### config.mk
export PLATFORM = sky130hd
export DESIGN_NAME = ccp_top
export DESIGN_NICKNAME = d
export VERILOG_FILES = /design/src/verilog/ccp_pkg.sv /design/src/verilog/ccp_sync.sv /design/src/verilog/ccp_pwm.sv /design/src/verilog/ccp_top.sv
export SDC_FILE = /design/constraint.sdc
export NUM_CORES = 1
export LEC_CHECK = 0
export ABC_AREA = 0
export BUFFER_PORTS_ARGS = -buffer_cell sky130_fd_sc_hd__buf_2
export CORE_MARGIN = 10
export CORE_UTILIZATION = 35
export DETAILED_ROUTE_END_ITERATION = 8
export PLACE_DENSITY = 0.54
export SETUP_SLACK_MARGIN = 0.1
export SYNTH_ARGS = -nofsm -noshare
export SYNTH_HDL_FRONTEND = slang
export SYNTH_HIERARCHICAL = 1
export SYNTH_SLANG_ARGS = --single-unit
### constraint.sdc
create_clock -name ref_clk -period 2 [get_ports ref_clk]
set_clock_uncertainty 0.1 [all_clocks]
set_input_delay 0.4 -clock ref_clk [delete_from_list [all_inputs] [get_ports ref_clk]]
set_output_delay 0.4 -clock ref_clk [all_outputs]
set_load 0.03 [all_outputs]
### src/verilog/ccp_pkg.sv
// constants, codes and register map of the capture/compare/pwm control block
package ccp_pkg;

  // register map, word index on the plain register port
  localparam int unsigned CCP_ADDR_W     = 3;
  localparam int unsigned CCP_DATA_W     = 8;
  localparam logic [2:0]  CCP_OFF_CTRL   = 3'h0;
  localparam logic [2:0]  CCP_OFF_VAL_LO = 3'h1;
  localparam logic [2:0]  CCP_OFF_VAL_HI = 3'h2;
  localparam logic [2:0]  CCP_OFF_STATUS = 3'h3;
  localparam logic [2:0]  CCP_OFF_PIN    = 3'h4;

  // reset values
  localparam logic [7:0]  CCP_CTRL_RST   = 8'h00;
  localparam logic [15:0] CCP_VAL_RST    = 16'h0000;
  localparam logic [7:0]  CCP_PIN_RST    = 8'h01;

  // unit_control field positions
  localparam int unsigned CCP_MODE_LSB   = 0;
  localparam int unsigned CCP_DUTY_LSB   = 4;
  localparam int unsigned CCP_STEER_LSB  = 6;

  // status and pin register bit positions
  localparam int unsigned CCP_FLAG_BIT   = 0;
  localparam int unsigned CCP_DIR_BIT    = 0;
  localparam int unsigned CCP_LATCH_BIT  = 1;
  localparam int unsigned CCP_PINLVL_BIT = 2;

  // mode_select codes
  localparam logic [3:0]  CCP_M_OFF      = 4'h0;
  localparam logic [3:0]  CCP_M_TOGGLE   = 4'h2;
  localparam logic [3:0]  CCP_M_CAP_FALL = 4'h4;
  localparam logic [3:0]  CCP_M_CAP_RISE = 4'h5;
  localparam logic [3:0]  CCP_M_CAP_4    = 4'h6;
  localparam logic [3:0]  CCP_M_CAP_16   = 4'h7;
  localparam logic [3:0]  CCP_M_SET      = 4'h8;
  localparam logic [3:0]  CCP_M_CLEAR    = 4'h9;
  localparam logic [3:0]  CCP_M_SOFT     = 4'hA;
  localparam logic [3:0]  CCP_M_SPECIAL  = 4'hB;

  // output_steering codes in pwm
  localparam logic [1:0]  CCP_ST_SINGLE  = 2'h0;
  localparam logic [1:0]  CCP_ST_FWD     = 2'h1;
  localparam logic [1:0]  CCP_ST_HALF    = 2'h2;
  localparam logic [1:0]  CCP_ST_REV     = 2'h3;

  // capture prescaler
  localparam logic [3:0]  CCP_PRE_RST    = 4'h0;
  localparam logic [1:0]  CCP_PRE4_LAST  = 2'h3;
  localparam logic [3:0]  CCP_PRE16_LAST = 4'hF;

  // class of operation, gray along off -> capture -> compare -> pwm
  typedef enum logic [1:0] {
    CCP_CL_OFF     = 2'b00,
    CCP_CL_CAPTURE = 2'b01,
    CCP_CL_COMPARE = 2'b11,
    CCP_CL_PWM     = 2'b10
  } ccp_class_t;

endpackage : ccp_pkg

### src/verilog/ccp_sync.sv
// two flip-flop synchroniser for levels arriving from pins
`timescale 1ns/1ps
`default_nettype none
module ccp_sync #(
  parameter int unsigned WIDTH = 1
) (
  input  wire logic             ref_clk,
  input  wire logic             rst,
  input  wire logic [WIDTH-1:0] async_in,
  output logic      [WIDTH-1:0] sync_out
);

  logic [WIDTH-1:0] meta_q;
  logic [WIDTH-1:0] sync_q;

  // first stage feeds only the second stage
  always_ff @(posedge ref_clk) begin
    if (rst) begin
      meta_q <= '0;
      sync_q <= '0;
    end else begin
      meta_q <= async_in;
      sync_q <= meta_q;
    end
  end

  assign sync_out = sync_q;

endmodule : ccp_sync
`default_nettype wire

### src/verilog/ccp_pwm.sv
// pwm duty generator with double-buffered 10-bit duty on the second timer base
`timescale 1ns/1ps
`default_nettype none
module ccp_pwm #(
  parameter int unsigned DUTY_W = 10
) (
  input  wire logic              ref_clk,
  input  wire logic              rst,
  input  wire logic              enable,
  input  wire logic              period_match,
  input  wire logic [DUTY_W-1:0] time_base,
  input  wire logic [DUTY_W-1:0] duty,
  output logic                   pwm_level,
  output logic      [DUTY_W-1:0] duty_latched
);

  logic [DUTY_W-1:0] duty_q, duty_d;
  logic              lvl_q, lvl_d;

  // duty only takes effect at a period boundary, which keeps edges glitch free
  always_comb begin
    duty_d = duty_q;
    lvl_d  = lvl_q;
    if (!enable) begin
      duty_d = '0;
      lvl_d  = 1'b0;
    end else if (period_match) begin
      duty_d = duty;
      lvl_d  = (duty != '0);
    end else if (time_base == duty_q) begin
      lvl_d  = 1'b0;
    end
  end

  always_ff @(posedge ref_clk) begin
    if (rst) begin
      duty_q <= '0;
      lvl_q  <= 1'b0;
    end else begin
      duty_q <= duty_d;
      lvl_q  <= lvl_d;
    end
  end

  assign pwm_level    = lvl_q;
  assign duty_latched = duty_q;

endmodule : ccp_pwm
`default_nettype wire

### src/verilog/ccp_top.sv
// capture/compare/pwm control unit with register port and four steered outputs
//
// What this block does
// - mode 0000 switches unit off, resets state
// - code 0010 toggles output, flags each match
// - codes 0100-0111 pick capture edge and prescale
// - codes 1000/1001 set/clear output, flag match
// - code 1010 flags only, pin untouched
// - code 1011 flags, resets timer, starts conversion
// - pwm code bits 1,0 invert A/C, B/D
// - non-pwm: steering ignored, only A used
// - steering 00 single A, 10 half-bridge A/B
// - steering 01 forward on D, 11 reverse on B
// - duty_low_bits extend duty only in pwm
// - capture copies 16-bit first timer count
// - captures set flag; only software clears it
// - newer capture overwrites unread held value
// - output-direction port write can cause capture
// - capture/compare use timer one, pwm timer two
// - prescaler cleared when off or not capturing
// - compare value checked continuously against timer
////////////////////////////////////////////////////////////////////////////////
//
// Design decisions made here: the register addresses and the plain strobed port.
`timescale 1ns/1ps
`default_nettype none
module ccp_top #(
  parameter int unsigned TIMER_W = 16,
  parameter int unsigned DUTY_W  = 10
) (
  input  wire logic                         ref_clk,
  input  wire logic                         rst,
  input  wire logic [ccp_pkg::CCP_ADDR_W-1:0] reg_addr,
  input  wire logic [ccp_pkg::CCP_DATA_W-1:0] reg_wdata,
  input  wire logic                         reg_write,
  input  wire logic                         reg_read,
  output logic      [ccp_pkg::CCP_DATA_W-1:0] reg_rdata,
  input  wire logic [TIMER_W-1:0]           first_timer_count,
  input  wire logic [DUTY_W-1:0]            second_timer_base,
  input  wire logic                         second_timer_period_match,
  input  wire logic                         adc_enable,
  input  wire logic                         capture_compare_pin,
  output logic                              output_a,
  output logic                              output_a_oe,
  output logic                              output_b,
  output logic                              output_b_oe,
  output logic                              output_c,
  output logic                              output_c_oe,
  output logic                              output_d,
  output logic                              output_d_oe,
  output logic                              match_capture_flag,
  output logic                              first_timer_reset,
  output logic                              adc_start
);
  import ccp_pkg::*;

  ////////////////////////////////////////////////////////////////////////////////
  // state
  logic [7:0]         ctrl_q, ctrl_d;
  logic [TIMER_W-1:0] val_q, val_d;
  logic [7:0]         pin_q, pin_d;
  logic               flag_q, flag_d;
  logic               src_prev_q, src_prev_d;
  logic [3:0]         pre_q, pre_d;
  logic               hit_prev_q, hit_prev_d;
  logic               cmp_q, cmp_d;
  logic               t1rst_q, t1rst_d;
  logic               adc_q, adc_d;
  logic [7:0]         rdata_q, rdata_d;
  logic [3:0]         out_q, out_d;
  logic [3:0]         oe_q, oe_d;

  logic [3:0]         mode;
  logic [1:0]         steer;
  ccp_class_t         cls;
  logic               pin_sync;
  logic               src, rise, fall;
  logic               cap_ev, cmp_eq, cmp_hit, sw_clear;
  logic               pwm_level;
  logic [DUTY_W-1:0]  duty_latched;
  logic [DUTY_W-1:0]  duty;
  logic [3:0]         lvl, act_oe;

  assign mode  = ctrl_q[CCP_MODE_LSB +: 4];
  assign steer = ctrl_q[CCP_STEER_LSB +: 2];

  ////////////////////////////////////////////////////////////////////////////////
  // mode decode; reserved codes fall back to off
  always_comb begin
    case (mode[3:2])
      2'b00:   cls = (mode == CCP_M_TOGGLE) ? CCP_CL_COMPARE : CCP_CL_OFF;
      2'b01:   cls = CCP_CL_CAPTURE;
      2'b10:   cls = CCP_CL_COMPARE;
      default: cls = CCP_CL_PWM;
    endcase
  end

  ////////////////////////////////////////////////////////////////////////////////
  // pin input crossing
  ccp_sync #(
    .WIDTH (1)
  ) u_pin_sync (
    .ref_clk  (ref_clk),
    .rst      (rst),
    .async_in (capture_compare_pin),
    .sync_out (pin_sync)
  );

  // with the pin set as output the port latch is what the pin carries
  assign src  = pin_q[CCP_DIR_BIT] ? pin_sync : pin_q[CCP_LATCH_BIT];
  assign rise = src & ~src_prev_q;
  assign fall = ~src & src_prev_q;

  // capture event per mode; the prescaler counts rising edges mod 16
  always_comb begin
    cap_ev = 1'b0;
    if (cls == CCP_CL_CAPTURE) begin
      case (mode)
        CCP_M_CAP_FALL: cap_ev = fall;
        CCP_M_CAP_RISE: cap_ev = rise;
        CCP_M_CAP_4:    cap_ev = rise && (pre_q[1:0] == CCP_PRE4_LAST);
        default:        cap_ev = rise && (pre_q == CCP_PRE16_LAST);
      endcase
    end
  end

  // compare uses first timer; a held match acts only once
  assign cmp_eq  = (cls == CCP_CL_COMPARE) && (first_timer_count == val_q);
  assign cmp_hit = cmp_eq && !hit_prev_q;

  assign sw_clear = reg_write && (reg_addr == CCP_OFF_STATUS) && reg_wdata[CCP_FLAG_BIT];

  ////////////////////////////////////////////////////////////////////////////////
  // pwm engine on the second timer
  assign duty = {val_q[7:0], ctrl_q[CCP_DUTY_LSB +: 2]};

  ccp_pwm #(
    .DUTY_W (DUTY_W)
  ) u_pwm (
    .ref_clk      (ref_clk),
    .rst          (rst),
    .enable       (cls == CCP_CL_PWM),
    .period_match (second_timer_period_match),
    .time_base    (second_timer_base),
    .duty         (duty),
    .pwm_level    (pwm_level),
    .duty_latched (duty_latched)
  );

  ////////////////////////////////////////////////////////////////////////////////
  // registers, capture, compare and flag
  always_comb begin
    ctrl_d     = ctrl_q;
    val_d      = val_q;
    pin_d      = pin_q;
    src_prev_d = src;
    hit_prev_d = cmp_eq;
    pre_d      = pre_q;
    cmp_d      = cmp_q;
    t1rst_d    = 1'b0;
    adc_d      = 1'b0;

    if (reg_write) begin
      if (reg_addr == CCP_OFF_CTRL) begin
        ctrl_d = reg_wdata;
      end else if (reg_addr == CCP_OFF_VAL_LO) begin
        val_d[7:0] = reg_wdata;
      end else if (reg_addr == CCP_OFF_VAL_HI && cls != CCP_CL_PWM) begin
        val_d[TIMER_W-1:8] = reg_wdata;
      end else if (reg_addr == CCP_OFF_PIN) begin
        pin_d[CCP_LATCH_BIT:CCP_DIR_BIT] = reg_wdata[CCP_LATCH_BIT:CCP_DIR_BIT];
      end
    end

    // a capture wins over a software write of the same cycle
    if (cap_ev) begin
      val_d = first_timer_count;
    end

    if (cls == CCP_CL_CAPTURE) begin
      if (rise) begin
        pre_d = pre_q + 4'h1;
      end
    end else begin
      pre_d = CCP_PRE_RST;
    end

    if (cmp_hit) begin
      case (mode)
        CCP_M_TOGGLE:  cmp_d = ~cmp_q;
        CCP_M_SET:     cmp_d = 1'b1;
        CCP_M_CLEAR:   cmp_d = 1'b0;
        CCP_M_SPECIAL: begin
          t1rst_d = 1'b1;
          adc_d   = adc_enable;
        end
        default:       cmp_d = cmp_q;
      endcase
    end

    // off drops the output latch, the prescaler and the match history
    if (cls == CCP_CL_OFF) begin
      cmp_d      = 1'b0;
      pre_d      = CCP_PRE_RST;
      hit_prev_d = 1'b0;
    end

    // the flag lives outside the unit, so switching off keeps it
    flag_d = cap_ev | cmp_hit | (flag_q & ~sw_clear);
  end

  ////////////////////////////////////////////////////////////////////////////////
  // output steering and polarity
  always_comb begin
    lvl    = 4'h0;
    act_oe = 4'h0;
    if (cls == CCP_CL_PWM) begin
      case (steer)
        CCP_ST_SINGLE: begin
          lvl    = {3'b000, pwm_level};
          act_oe = 4'b0001;
        end
        CCP_ST_FWD: begin
          lvl    = {pwm_level, 3'b001};
          act_oe = 4'b1111;
        end
        CCP_ST_HALF: begin
          // plain complement; dead-band delay is left to the bridge driver
          lvl    = {2'b00, ~pwm_level, pwm_level};
          act_oe = 4'b0011;
        end
        default: begin
          lvl    = {1'b0, 1'b1, pwm_level, 1'b0};
          act_oe = 4'b1111;
        end
      endcase
      // bit 1 inverts A and C, bit 0 inverts B and D
      out_d = lvl ^ {mode[0], mode[1], mode[0], mode[1]};
    end else begin
      // steering ignored; B to D stay with the port
      out_d  = {3'b000, cmp_q};
      act_oe[0] = (mode == CCP_M_TOGGLE) || (mode == CCP_M_SET) ||
                  (mode == CCP_M_CLEAR);
    end
    // the pin driver also needs the direction set to output
    oe_d = act_oe & {3'b111, ~pin_q[CCP_DIR_BIT]};
  end

  ////////////////////////////////////////////////////////////////////////////////
  // read port, data one cycle after the strobe
  always_comb begin
    rdata_d = 8'h00;
    if (reg_read) begin
      if (reg_addr == CCP_OFF_CTRL) begin
        rdata_d = ctrl_q;
      end else if (reg_addr == CCP_OFF_VAL_LO) begin
        rdata_d = val_q[7:0];
      end else if (reg_addr == CCP_OFF_VAL_HI) begin
        rdata_d = (cls == CCP_CL_PWM) ? duty_latched[DUTY_W-1:2] : val_q[TIMER_W-1:8];
      end else if (reg_addr == CCP_OFF_STATUS) begin
        rdata_d = {7'h00, flag_q};
      end else if (reg_addr == CCP_OFF_PIN) begin
        rdata_d = {5'h00, pin_sync, pin_q[CCP_LATCH_BIT:CCP_DIR_BIT]};
      end
    end
  end

  always_ff @(posedge ref_clk) begin
    if (rst) begin
      ctrl_q     <= CCP_CTRL_RST;
      val_q      <= CCP_VAL_RST;
      pin_q      <= CCP_PIN_RST;
      flag_q     <= 1'b0;
      src_prev_q <= 1'b0;
      pre_q      <= CCP_PRE_RST;
      hit_prev_q <= 1'b0;
      cmp_q      <= 1'b0;
      t1rst_q    <= 1'b0;
      adc_q      <= 1'b0;
      rdata_q    <= 8'h00;
      out_q      <= 4'h0;
      oe_q       <= 4'h0;
    end else begin
      ctrl_q     <= ctrl_d;
      val_q      <= val_d;
      pin_q      <= pin_d;
      flag_q     <= flag_d;
      src_prev_q <= src_prev_d;
      pre_q      <= pre_d;
      hit_prev_q <= hit_prev_d;
      cmp_q      <= cmp_d;
      t1rst_q    <= t1rst_d;
      adc_q      <= adc_d;
      rdata_q    <= rdata_d;
      out_q      <= out_d;
      oe_q       <= oe_d;
    end
  end

  ////////////////////////////////////////////////////////////////////////////////
  // outputs, all from flip-flops
  assign reg_rdata          = rdata_q;
  assign output_a           = out_q[0];
  assign output_b           = out_q[1];
  assign output_c           = out_q[2];
  assign output_d           = out_q[3];
  assign output_a_oe        = oe_q[0];
  assign output_b_oe        = oe_q[1];
  assign output_c_oe        = oe_q[2];
  assign output_d_oe        = oe_q[3];
  assign match_capture_flag = flag_q;
  assign first_timer_reset  = t1rst_q;
  assign adc_start          = adc_q;

endmodule : ccp_top
`default_nettype wire

# Word level (Yosys, flattened, before mapping)
# Index checks and enable logic that the tools add are counted.
[word_totals]
regBits = 65
in_bits = 44
output_inout_bits = 19
wordCells = 124
[classes]
add_sub_neg = 1
mux = 27
n_bitwise = 21
reduce_logical = 31
n_eq_ne = 25
[ops]
columns = ["op", "count"]
rows = [
  ["8-bit 2-to-1 mux", 7],
  ["16-bit 2-to-1 mux", 3],
  ["16-bit equality test", 1],
  ["4-bit equality test (second input constant)", 4],
  ["1-bit NOT", 14],
  ["4-bit by 3-bit equality test with 1-bit output (second input constant)", 3],
  ["4-bit case mux with 3 select lines", 1],
  ["10-bit equality test", 1],
  ["2-bit equality test (second input constant)", 5],
  ["10-bit nonzero test", 1],
  ["3-bit 2-to-1 mux", 3],
  ["4-bit case mux with 2 select lines", 1],
  ["2-bit nonzero test", 4],
  ["2-bit OR reduction", 4],
  ["1-bit logical AND", 7],
  ["1-bit 2-to-1 mux", 7],
  ["2-bit by 1-bit equality test with 1-bit output (second input constant)", 3],
  ["3-bit by 2-bit equality test with 1-bit output (second input constant)", 2],
  ["2-bit zero test", 3],
  ["2-bit inequality test (second input constant)", 3],
  ["1-bit case mux with 3 select lines", 2],
  ["2-bit case mux with 3 select lines", 1],
  ["3-bit OR reduction", 2],
  ["5-bit AND reduction", 1],
  ["other kinds (17)", 22],
]

# Longest topological paths before layout
# Gate-level depths: netlist of run 1.
[depth]
word_depth = 10
mapped_depth = 9
depth_no_buf = 7

# Modules after synthesis
# Netlist of run 1, hierarchy kept.
[modules_own_cells]
columns = ["mod", "cells_each", "instances", "seq_area_each_um2", "area_per_inst_um2"]
rows = [
  ["ccp_top", 302, 1, 1021.0, 2701.3],
  ["ccp_pwm", 54, 1, 220.2, 535.5],
  ["ccp_sync", 4, 1, 40.0, 52.6],
]

# Least setup slack after synthesis of run 1
# No wires, ideal clock.
[synth_path]
path_type = "reg-to-reg"
start = "register ctrl_q[3]"
end = "register flag_q, in the netlist match_capture_flag"
n_path_buf = 2
period_less_slack_ns = 2.023
arrival_time_ns = 1.780
stages_incl_launch_ff = 10
setup_time_ns = 0.143
required_ns = 1.757
slack_ns = -0.023
path_cell_list = "dfxtp_1 -> inv_1 -> ha_1 -> nand2b_4 -> mux2_4 -> a22oi_4 -> or2_1 -> buf_6 -> buf_6 -> a31oi_1"
[synth_between]
elab_chain_cells = 8
elab_cells_between_ends = 17
classes_between = "8 x eq/ne; 4 x mux; 2 x bitwise; 3 x reduce/logical"
[synth_lines]
columns = ["element", "line", "text"]
rows = [
  ["start, declared", "ccp_top.sv:59", "logic [7:0] ctrl_q, ctrl_d;"],
  ["start signal, assigned", "ccp_top.sv:284", "ctrl_q <= ctrl_d;"],
  ["4-bit by 2-bit equality test with 1-bit output", "ccp_top.sv:91", "2'b00: cls = (mode == CCP_M_TOGGLE) ? CCP_CL_COMPARE : CCP_CL_OFF;"],
  ["2-bit 2-to-1 mux", "ccp_top.sv:91", ""],
  ["2-bit case mux with 3 select lines", "ccp_top.sv:90", "case (mode[3:2])"],
  ["2-bit equality test", "ccp_top.sv:128", "assign cmp_eq = (cls == CCP_CL_COMPARE) && (first_timer_count == val_q);"],
  ["1-bit logical AND", "ccp_top.sv:128", ""],
  ["1-bit logical AND", "ccp_top.sv:129", "assign cmp_hit = cmp_eq && !hit_prev_q;"],
  ["1-bit OR * (2 in a row)", "ccp_top.sv:209", "flag_d = cap_ev | cmp_hit | (flag_q & ~sw_clear);"],
  ["end signal, assigned", "ccp_top.sv:287", "flag_q <= flag_d;"],
  ["end, declared", "ccp_top.sv:62", "logic flag_q, flag_d;"],
]
# Mark *: on every way between the ends. The rest lies on a longest branch, timed or not.
# A chain may end at the register's enable or synchronous reset.

# Worst setup path in the final report of run 1
[layout_path]
start = "register ctrl_q[2]"
end = "register flag_q, in the netlist match_capture_flag"
# Same word-level chain as after synthesis.

==> results.sh, run 1 <==
export IMPL_outcome="finished, final reports clean"
export IMPL_hp_start="capture_compare_pin"
export IMPL_tightest_slew_ns=0.525
export IMPL_dpl_worst_slack_ns=0.0615
export IMPL_avgSynthCellArea_um2=9.14
export IMPL_clock_latency_ns=0.35
export IMPL_synth_xor_area_share_pct=9.05
export IMPL_postCtsSetupBuffers=0
export IMPL_ys_seq_area_share_pct=39.0
export IMPL_synthMuxAreaShare_pct=11.5
export IMPL_setup_viol=0
export IMPL_io_pins=63
export IMPL_p_per_area_nw_per_um2=667
export IMPL_ant_nets=0
export IMPL_row_count=35
export IMPL_ff2ff_setup_slack_ns=0.15
export IMPL_synth_edf_count=0
export IMPL_setup_ws_ns=0.147
export IMPL_syn2layout_area_growth_pct=24.3
export IMPL_hold_viol=0
export IMPL_crit_family="buffers and inverters"
export IMPL_final_cells=553
export IMPL_tns_ns=0
export IMPL_synth_compound_area_share_pct=13.7
export IMPL_grt_total_usage_pct=14.4
export IMPL_h_tree_depth=3
export IMPL_slowest_stage="dfxtp_2"
export IMPL_clock_fmax_ghz=0.540
export IMPL_rsz0062_at_grt="yes"
export IMPL_crit_fanout=4
export IMPL_routed_wl_um=9500
export IMPL_peakVddDrop_mv=0.332
export IMPL_root_buffer="clkbuf_8"
export IMPL_cp_common_cell="buf_4"
export IMPL_synth_seq_cells=64
export IMPL_mostFrequentLayoutCell="buf_2"
export IMPL_hp_class="primary input to flop"
export IMPL_num_vias=2827
export IMPL_async_reset_ff_share_pct=0
export IMPL_max_cap_violations=0
export IMPL_yosysWarnings=6
export IMPL_layout_common_cells="buf_2 (62), dfxtp_1 (61), nor2_1 (42)"
export IMPL_path_class="flop to flop"
export IMPL_cts_sinks=64
export IMPL_cts_buffer_depth=2
export IMPL_synth_adder_area_share_pct=2.28
export IMPL_initial_core_util_pct=35.8
export IMPL_required_ns=2.17
export IMPL_timing_hold_ws_ns=0.166
export IMPL_synthSimpleGateAreaFrac_pct=20.6
export IMPL_antenna_cells=0
export IMPL_layout_min_cycle_time_ns=1.85
export IMPL_slew_headroom_pct=65.0
export IMPL_crit_arrival_ns=2.03
export IMPL_timing_rr_start="ctrl_q[2]$_SDFFE_PP0P_"
export IMPL_die_area_um2=13700
export IMPL_portBuffers=62
export IMPL_cp_start_kind="flop"
export IMPL_drive_above_1_share_pct=29.2
export IMPL_netlist_area_um2=3290
export IMPL_grt_ovfl_total=0
export IMPL_dp_hpwl_um=7330
export IMPL_wire_per_inst_um=17.2
export IMPL_synth_top_family_by_area="simple AND/OR/NAND/NOR gates"
export IMPL_coreArea_um2=9200
export IMPL_gp_congestion=0.872
export IMPL_first_global_vias=2954
export IMPL_dp_cells=538
export IMPL_period_share_pct=92.7
export IMPL_ys_flop_type="dfxtp_1"
export IMPL_fp_dieH_um=117
export IMPL_yosysUniqueCellTypes=46
export IMPL_worst_setup_path_end_kind="flop"
export IMPL_drc=0
export IMPL_synth_nets=410
export IMPL_antenna_found_initial=0
export IMPL_p_leak_nw=1.59
export IMPL_nets=488
export IMPL_design_area_um2=4090
export IMPL_drtPass1Iterations=4
export IMPL_clkTransAtPathRegs_ns=0.07
export IMPL_dieWidth_um=117
export IMPL_cp_cell_sequence="buf_4, inv_1, ha_1, nand3b_1, o21a_1, nor2_2, nand4_1, buf_4, a31oi_1"
export IMPL_syn_inst=360
export IMPL_grt_pass1_wl_um=15200
export IMPL_vias_per_cell=5.11
export IMPL_drtIter0Drc=126
export IMPL_place_area_um2=3820
export IMPL_max_stage_delay_ns=0.35
export IMPL_grt_max_degree=31
export IMPL_cts_tree="built"
export IMPL_crit_buf_inv=3
export IMPL_drv_slew=0
export IMPL_timing_critical_path_from="ctrl_q[2]$_SDFFE_PP0P_"
export IMPL_numCtsBuffers=9
[layer usage]
metal	wire, µm	track usage, %	part of all wire [%]
met3	578	3.31	6.1
met5	0	0	0
met1	4530	18.6	48
met4	183	6.26	1.9
met2	4220	22.3	44
[registers in the layout (all words and copies together), names as in the netlist, 2 cells and up]
signal              cells
ctrl_q                  8
oe_q                    3
out_q                   4
pin_q                   2
pre_q                   4
reg_rdata               8
u_pwm/duty_latched     10
val_q                  16
[synthesized netlist by cell type (all sizes together), types with 2 or more instances]
master,count,area share [%]
nor3,21,3.5
nor2,44,5.2
nand2b,8,1.7
nand3b,2,0.46
a31oi,2,0.38
nand2,37,4.2
o21ai,6,0.91
a22o,6,1.6
a21oi,18,2.7
dfxtp,64,39
nand3,3,0.46
clkbuf,9,1.0
xor2,19,5.1
nor3b,2,0.61
nand4,5,0.95
nor2b,3,0.57
buf,9,2.2
a2bb2oi,2,0.53
and3,2,0.38
nor4,6,1.1
inv,6,0.68
a211oi,18,5.5
xnor2,15,4.0
ha,6,2.3
mux2i,36,11
[kinds of logic (layout without fill, tap and decap cells)]
logic type               Yosys count  count (layout)
buffers and inverters             24             106
AO/OA/AOI/OAI                     58              58
AND/OR/NAND/NOR                  137             137
adder cells (fa/ha/maj)            6               6
flip-flops                        64              64
multiplexers                      37              37
XOR/XNOR                          34              34
[worst paths after layout]
kind,end,cells after the start
setup / recovery,match_capture_flag$_SDFF_PP0_,9
hold reg to reg,u_pin_sync/sync_out$_SDFF_PP0_,1
hold / removal,u_pin_sync/meta_q$_SDFF_PP0_,2
setup reg to reg,match_capture_flag$_SDFF_PP0_,9
[worst reg2reg max path, cell delays in order (launching register included)]
cell,delay (ns)
dfxtp_2,0.35
buf_4,0.15
inv_1,0.07
ha_1,0.17
nand3b_1,0.14
o21a_1,0.23
nor2_2,0.10
nand4_1,0.14
buf_4,0.18
a31oi_1,0.15
[timing repair]
| action | 4_1_cts | 5_1_grt |
|---|---|---|
| hold buffers | 0 | 0 |
| pin swaps | 0 | 2 |
| gates cloned | 0 | 0 |
| gates resized for setup | 8 | 8 |
| endpoints found under the setup margin | 16 | 23 |
[through the flow]
step | utilization (%) | power (mW)
2_1_floorplan | - | 1.48
3_3_place_gp | 41.6 | 1.60
3_5_place_dp | 41.6 | 1.60
4_1_cts | 44.1 | 2.76
5_1_grt | 44.5 | 2.83
6_report | 44.5 | 2.73
[power by group]
| part | internal, mW | switching, mW | total (mW) |
|---|---|---|---|
| sequential | 1.29 | 0.0195 | 1.31 |
| clock | 0.667 | 0.492 | 1.16 |
| combinational | 0.117 | 0.145 | 0.262 |
| total | 2.07 | 0.656 | 2.73 |
[final cells by class]
| cell class | instances | area, µm² |
|---|---|---|
| Clock inverter | 3 | 40.0 |
| Inverter | 6 | 22.5 |
| Fill cell | 938 | 5110 |
| Timing Repair Buffer | 85 | 510 |
| Tap cell | 111 | 139 |
| Sequential cell | 64 | 1290 |
| Multi-Input combinational cell | 272 | 1930 |
| Clock buffer | 12 | 165 |
Note: power is estimated with default switching activity, not from simulation.
==> inputs of run 2 (changes only) <==
Settings changed: ABC_AREA 0 to 1, PLACE_DENSITY 0.54 to 0.53.
==> run 2 against run 1 <==
Clock power grew 7%; critical endpoint is now adc_start$_SDFF_PP0_; power grew 3.5%; worst hold slack lost 0.012 ns; utilization shrank 1.0 points.
==> results.sh, run 2 <==
export IMPL_setup_ws_ns=0.214
export IMPL_grt_max_degree=34
export IMPL_portBuffers=62
export IMPL_path_class="flop to flop"
export IMPL_hp_class="primary input to flop"
export IMPL_root_buffer="clkbuf_8"
export IMPL_syn_inst=533
export IMPL_cp_start_kind="flop"
export IMPL_slowest_stage="dfxtp_2"
export IMPL_grt_total_usage_pct=14.5
export IMPL_io_pins=63
export IMPL_cp_cell_sequence="inv_1, ha_1, nand3_1, o21ai_2, nand3_1, nor2_2, nand2_1, nor3b_1"
export IMPL_dpl_worst_slack_ns=0.0611
export IMPL_layout_min_cycle_time_ns=1.79
export IMPL_p_per_area_nw_per_um2=659
export IMPL_ant_nets=0
export IMPL_yosysWarnings=6
export IMPL_routed_wl_um=10600
export IMPL_h_tree_depth=3
export IMPL_synth_edf_count=0
export IMPL_min_to="u_pin_sync/meta_q$_SDFF_PP0_"
export IMPL_cts_sinks=64
export IMPL_ctsHoldBuffers=0
export IMPL_synth_nets=583
export IMPL_syn2layout_area_growth_pct=20.1
export IMPL_nets=657
export IMPL_layout_common_cells="nand2_1 (144), inv_1 (87), nand3_1 (74)"
export IMPL_hp_start="capture_compare_pin"
export IMPL_max_cap_violations=0
export IMPL_r2r_end="adc_start$_SDFF_PP0_"
export IMPL_crit_fanout=5
export IMPL_avgSynthCellArea_um2=6.69
export IMPL_r2r_cells=8
export IMPL_grt_ovfl_total=0
export IMPL_synth_top_area_cell="dfxtp_1"
export IMPL_ys_flop_type="dfxtp_1"
export IMPL_num_vias=3575
export IMPL_async_reset_ff_share_pct=0
export IMPL_netlist_area_um2=3570
export IMPL_drtPass1Iterations=4
export IMPL_peakVddDrop_mv=0.297
export IMPL_clock_latency_ns=0.35
export IMPL_mostFrequentLayoutCell="nand2_1"
export IMPL_initial_core_util_pct=36.2
export IMPL_dieWidth_um=121
export IMPL_worst_setup_path_end_kind="flop"
export IMPL_first_global_vias=3387
export IMPL_row_count=36
export IMPL_cts_buffer_depth=2
export IMPL_drv_slew=0
export IMPL_drc=0
export IMPL_seq_area_um2=1280
export IMPL_p_leak_nw=2.02
export IMPL_drive_above_1_share_pct=20.1
export IMPL_antenna_found_initial=0
export IMPL_yosysMostFrequentCell="nand2_1"
export IMPL_largest_register_ffs=16
export IMPL_dp_hpwl_um=8260
export IMPL_coreArea_um2=9860
export IMPL_timing_rr_start="ctrl_q[2]$_SDFFE_PP0P_"
export IMPL_clkTransAtPathRegs_ns=0.07
export IMPL_tightest_slew_ns=0.419
export IMPL_setup_viol=0
export IMPL_gp_congestion=0.894
export IMPL_hold_viol=0
export IMPL_fp_dieH_um=121
export IMPL_cp_common_cell="nand3_1"
export IMPL_rsz0062_at_grt="yes"
export IMPL_max_stage_delay_ns=0.36
export IMPL_yosysTopAreaCellShare_pct=35.9
export IMPL_grt_pass1_wl_um=17000
export IMPL_yosys_top_cells_count="nand2_1 (144), inv_1 (88), nand3_1 (74)"
export IMPL_clock_fmax_ghz=0.560
export IMPL_ys_seq_area_share_pct=35.9
export IMPL_yosysUniqueCellTypes=40
export IMPL_holdPathStages=3
export IMPL_drtIter0Drc=223
export IMPL_crit_family="simple AND/OR/NAND/NOR gates"
export IMPL_regMostFlops="val_q"
export IMPL_multi_input_area_um2=1830
export IMPL_period_share_pct=89.3
export IMPL_numCtsBuffers=9
export IMPL_total_power_mw=2.83
export IMPL_synth_seq_cells=64
export IMPL_tns_ns=0
export IMPL_synthTopCellsByArea="dfxtp_1 (36%), nand2_1 (15%), nand3_1 (10%)"
export IMPL_outcome="finished, final reports clean"
export IMPL_cts_tree="built"
export IMPL_wire_per_inst_um=14.2
export IMPL_crit_buf_inv=1
export IMPL_die_area_um2=14600
export IMPL_slew_headroom_pct=72.0
export IMPL_crit_arrival_ns=1.95
export IMPL_required_ns=2.17
export IMPL_ff2ff_setup_slack_ns=0.21
export IMPL_vias_per_cell=4.80
export IMPL_antenna_cells=0
export IMPL_n_fill_cell=1055
[run 2: changes by cell type after synthesis, moves of 7 or more]
cell      delta
xnor2_1      -8
a211oi_2     -9
xor2_1      -18
o21ai_0     +23
mux2i_1     -35
nor2_1      -17
a21oi_1     +13
inv_1       +83
a211oi_1     -8
nand2_1    +107
nor3_1      -15
nand2b_1     -7
clkbuf_1     -7
nand3_1     +71
[run 2: power by group]
group	switching [mW]	total (mW)	internal, mW
Sequential	0.0204	1.31	1.29
Clock	0.508	1.24	0.736
Combinational	0.169	0.269	0.100
Total	0.698	2.83	2.13
[run 2: cell families after synthesis]
family	count (synthesis)	synth area share, %
xor+xnor	8	1.96
buf+inv	111	13.7
fa+ha+maj	6	2.10
simple gates	271	34.7
flops	64	35.9
compound gates	73	11.6
[run 2: layer usage]
metal | routed length (µm) | up-vias | global-route usage, % | share of wire, %
met5 | 0 | - | 0 | 0
met4 | 141 | 0 | 5.43 | 1.3
met3 | 867 | 11 | 4.14 | 8.2
met2 | 4530 | 113 | 21.8 | 43
met1 | 5070 | 1602 | 19.3 | 48
li1 | - | 1849 | - | -
[run 2: per-stage QoR]
stage	hold slack [ns]	instance area, µm²	utilization (%)	std cells
2_1_floorplan	0.288	3570	-	533
3_3_place_gp	0.317	4000	40.6	724
3_5_place_dp	0.317	4000	40.6	724
4_1_cts	0.146	4240	43.0	741
5_1_grt	0.160	4290	43.4	745
6_report	0.154	4290	43.4	745
[run 2: worst max-delay path by stage]
stage                                       from               endpoint  slack (ns)  cells after the start
after floorplan           ctrl_q[3]$_SDFFE_PP0P_  val_q[4]$_SDFFE_PP0P_        0.29                     12
after global placement    ctrl_q[3]$_SDFFE_PP0P_  val_q[5]$_SDFFE_PP0P_        0.14                     11
after detailed placement  ctrl_q[3]$_SDFFE_PP0P_  val_q[5]$_SDFFE_PP0P_        0.06                     11
after CTS                 ctrl_q[3]$_SDFFE_PP0P_  val_q[6]$_SDFFE_PP0P_        0.11                     11
after global routing      ctrl_q[2]$_SDFFE_PP0P_   adc_start$_SDFF_PP0_        0.08                      8
final                     ctrl_q[2]$_SDFFE_PP0P_   adc_start$_SDFF_PP0_        0.21                      8
[run 2: cell type report]
type | instances | area share, %
well taps | 133 | 3.88
inverters | 95 | 8.41
repair buffers | 78 | 10.0
clock buffers | 13 | 3.47
multi-input cells | 359 | 42.7
flip-flops and latches | 64 | 30.0
clock inverters | 3 | 1.52
[run 2: repair_timing]
item,in CTS,in global routing
setup buffers,1,3
endpoints found under the hold margin,0,0
pin swaps,0,2
cloned,0,1
gates resized for setup,2,7
endpoints found under the setup margin,17,30
[run 2: worst register-to-register path, stage by stage, from the launching register on]
cell and delay [ns]:
dfxtp_2 0.36, inv_1 0.13, ha_1 0.16, nand3_1 0.13, o21ai_2 0.18, nand3_1 0.15
nor2_2 0.18, nand2_1 0.13, nor3b_1 0.20
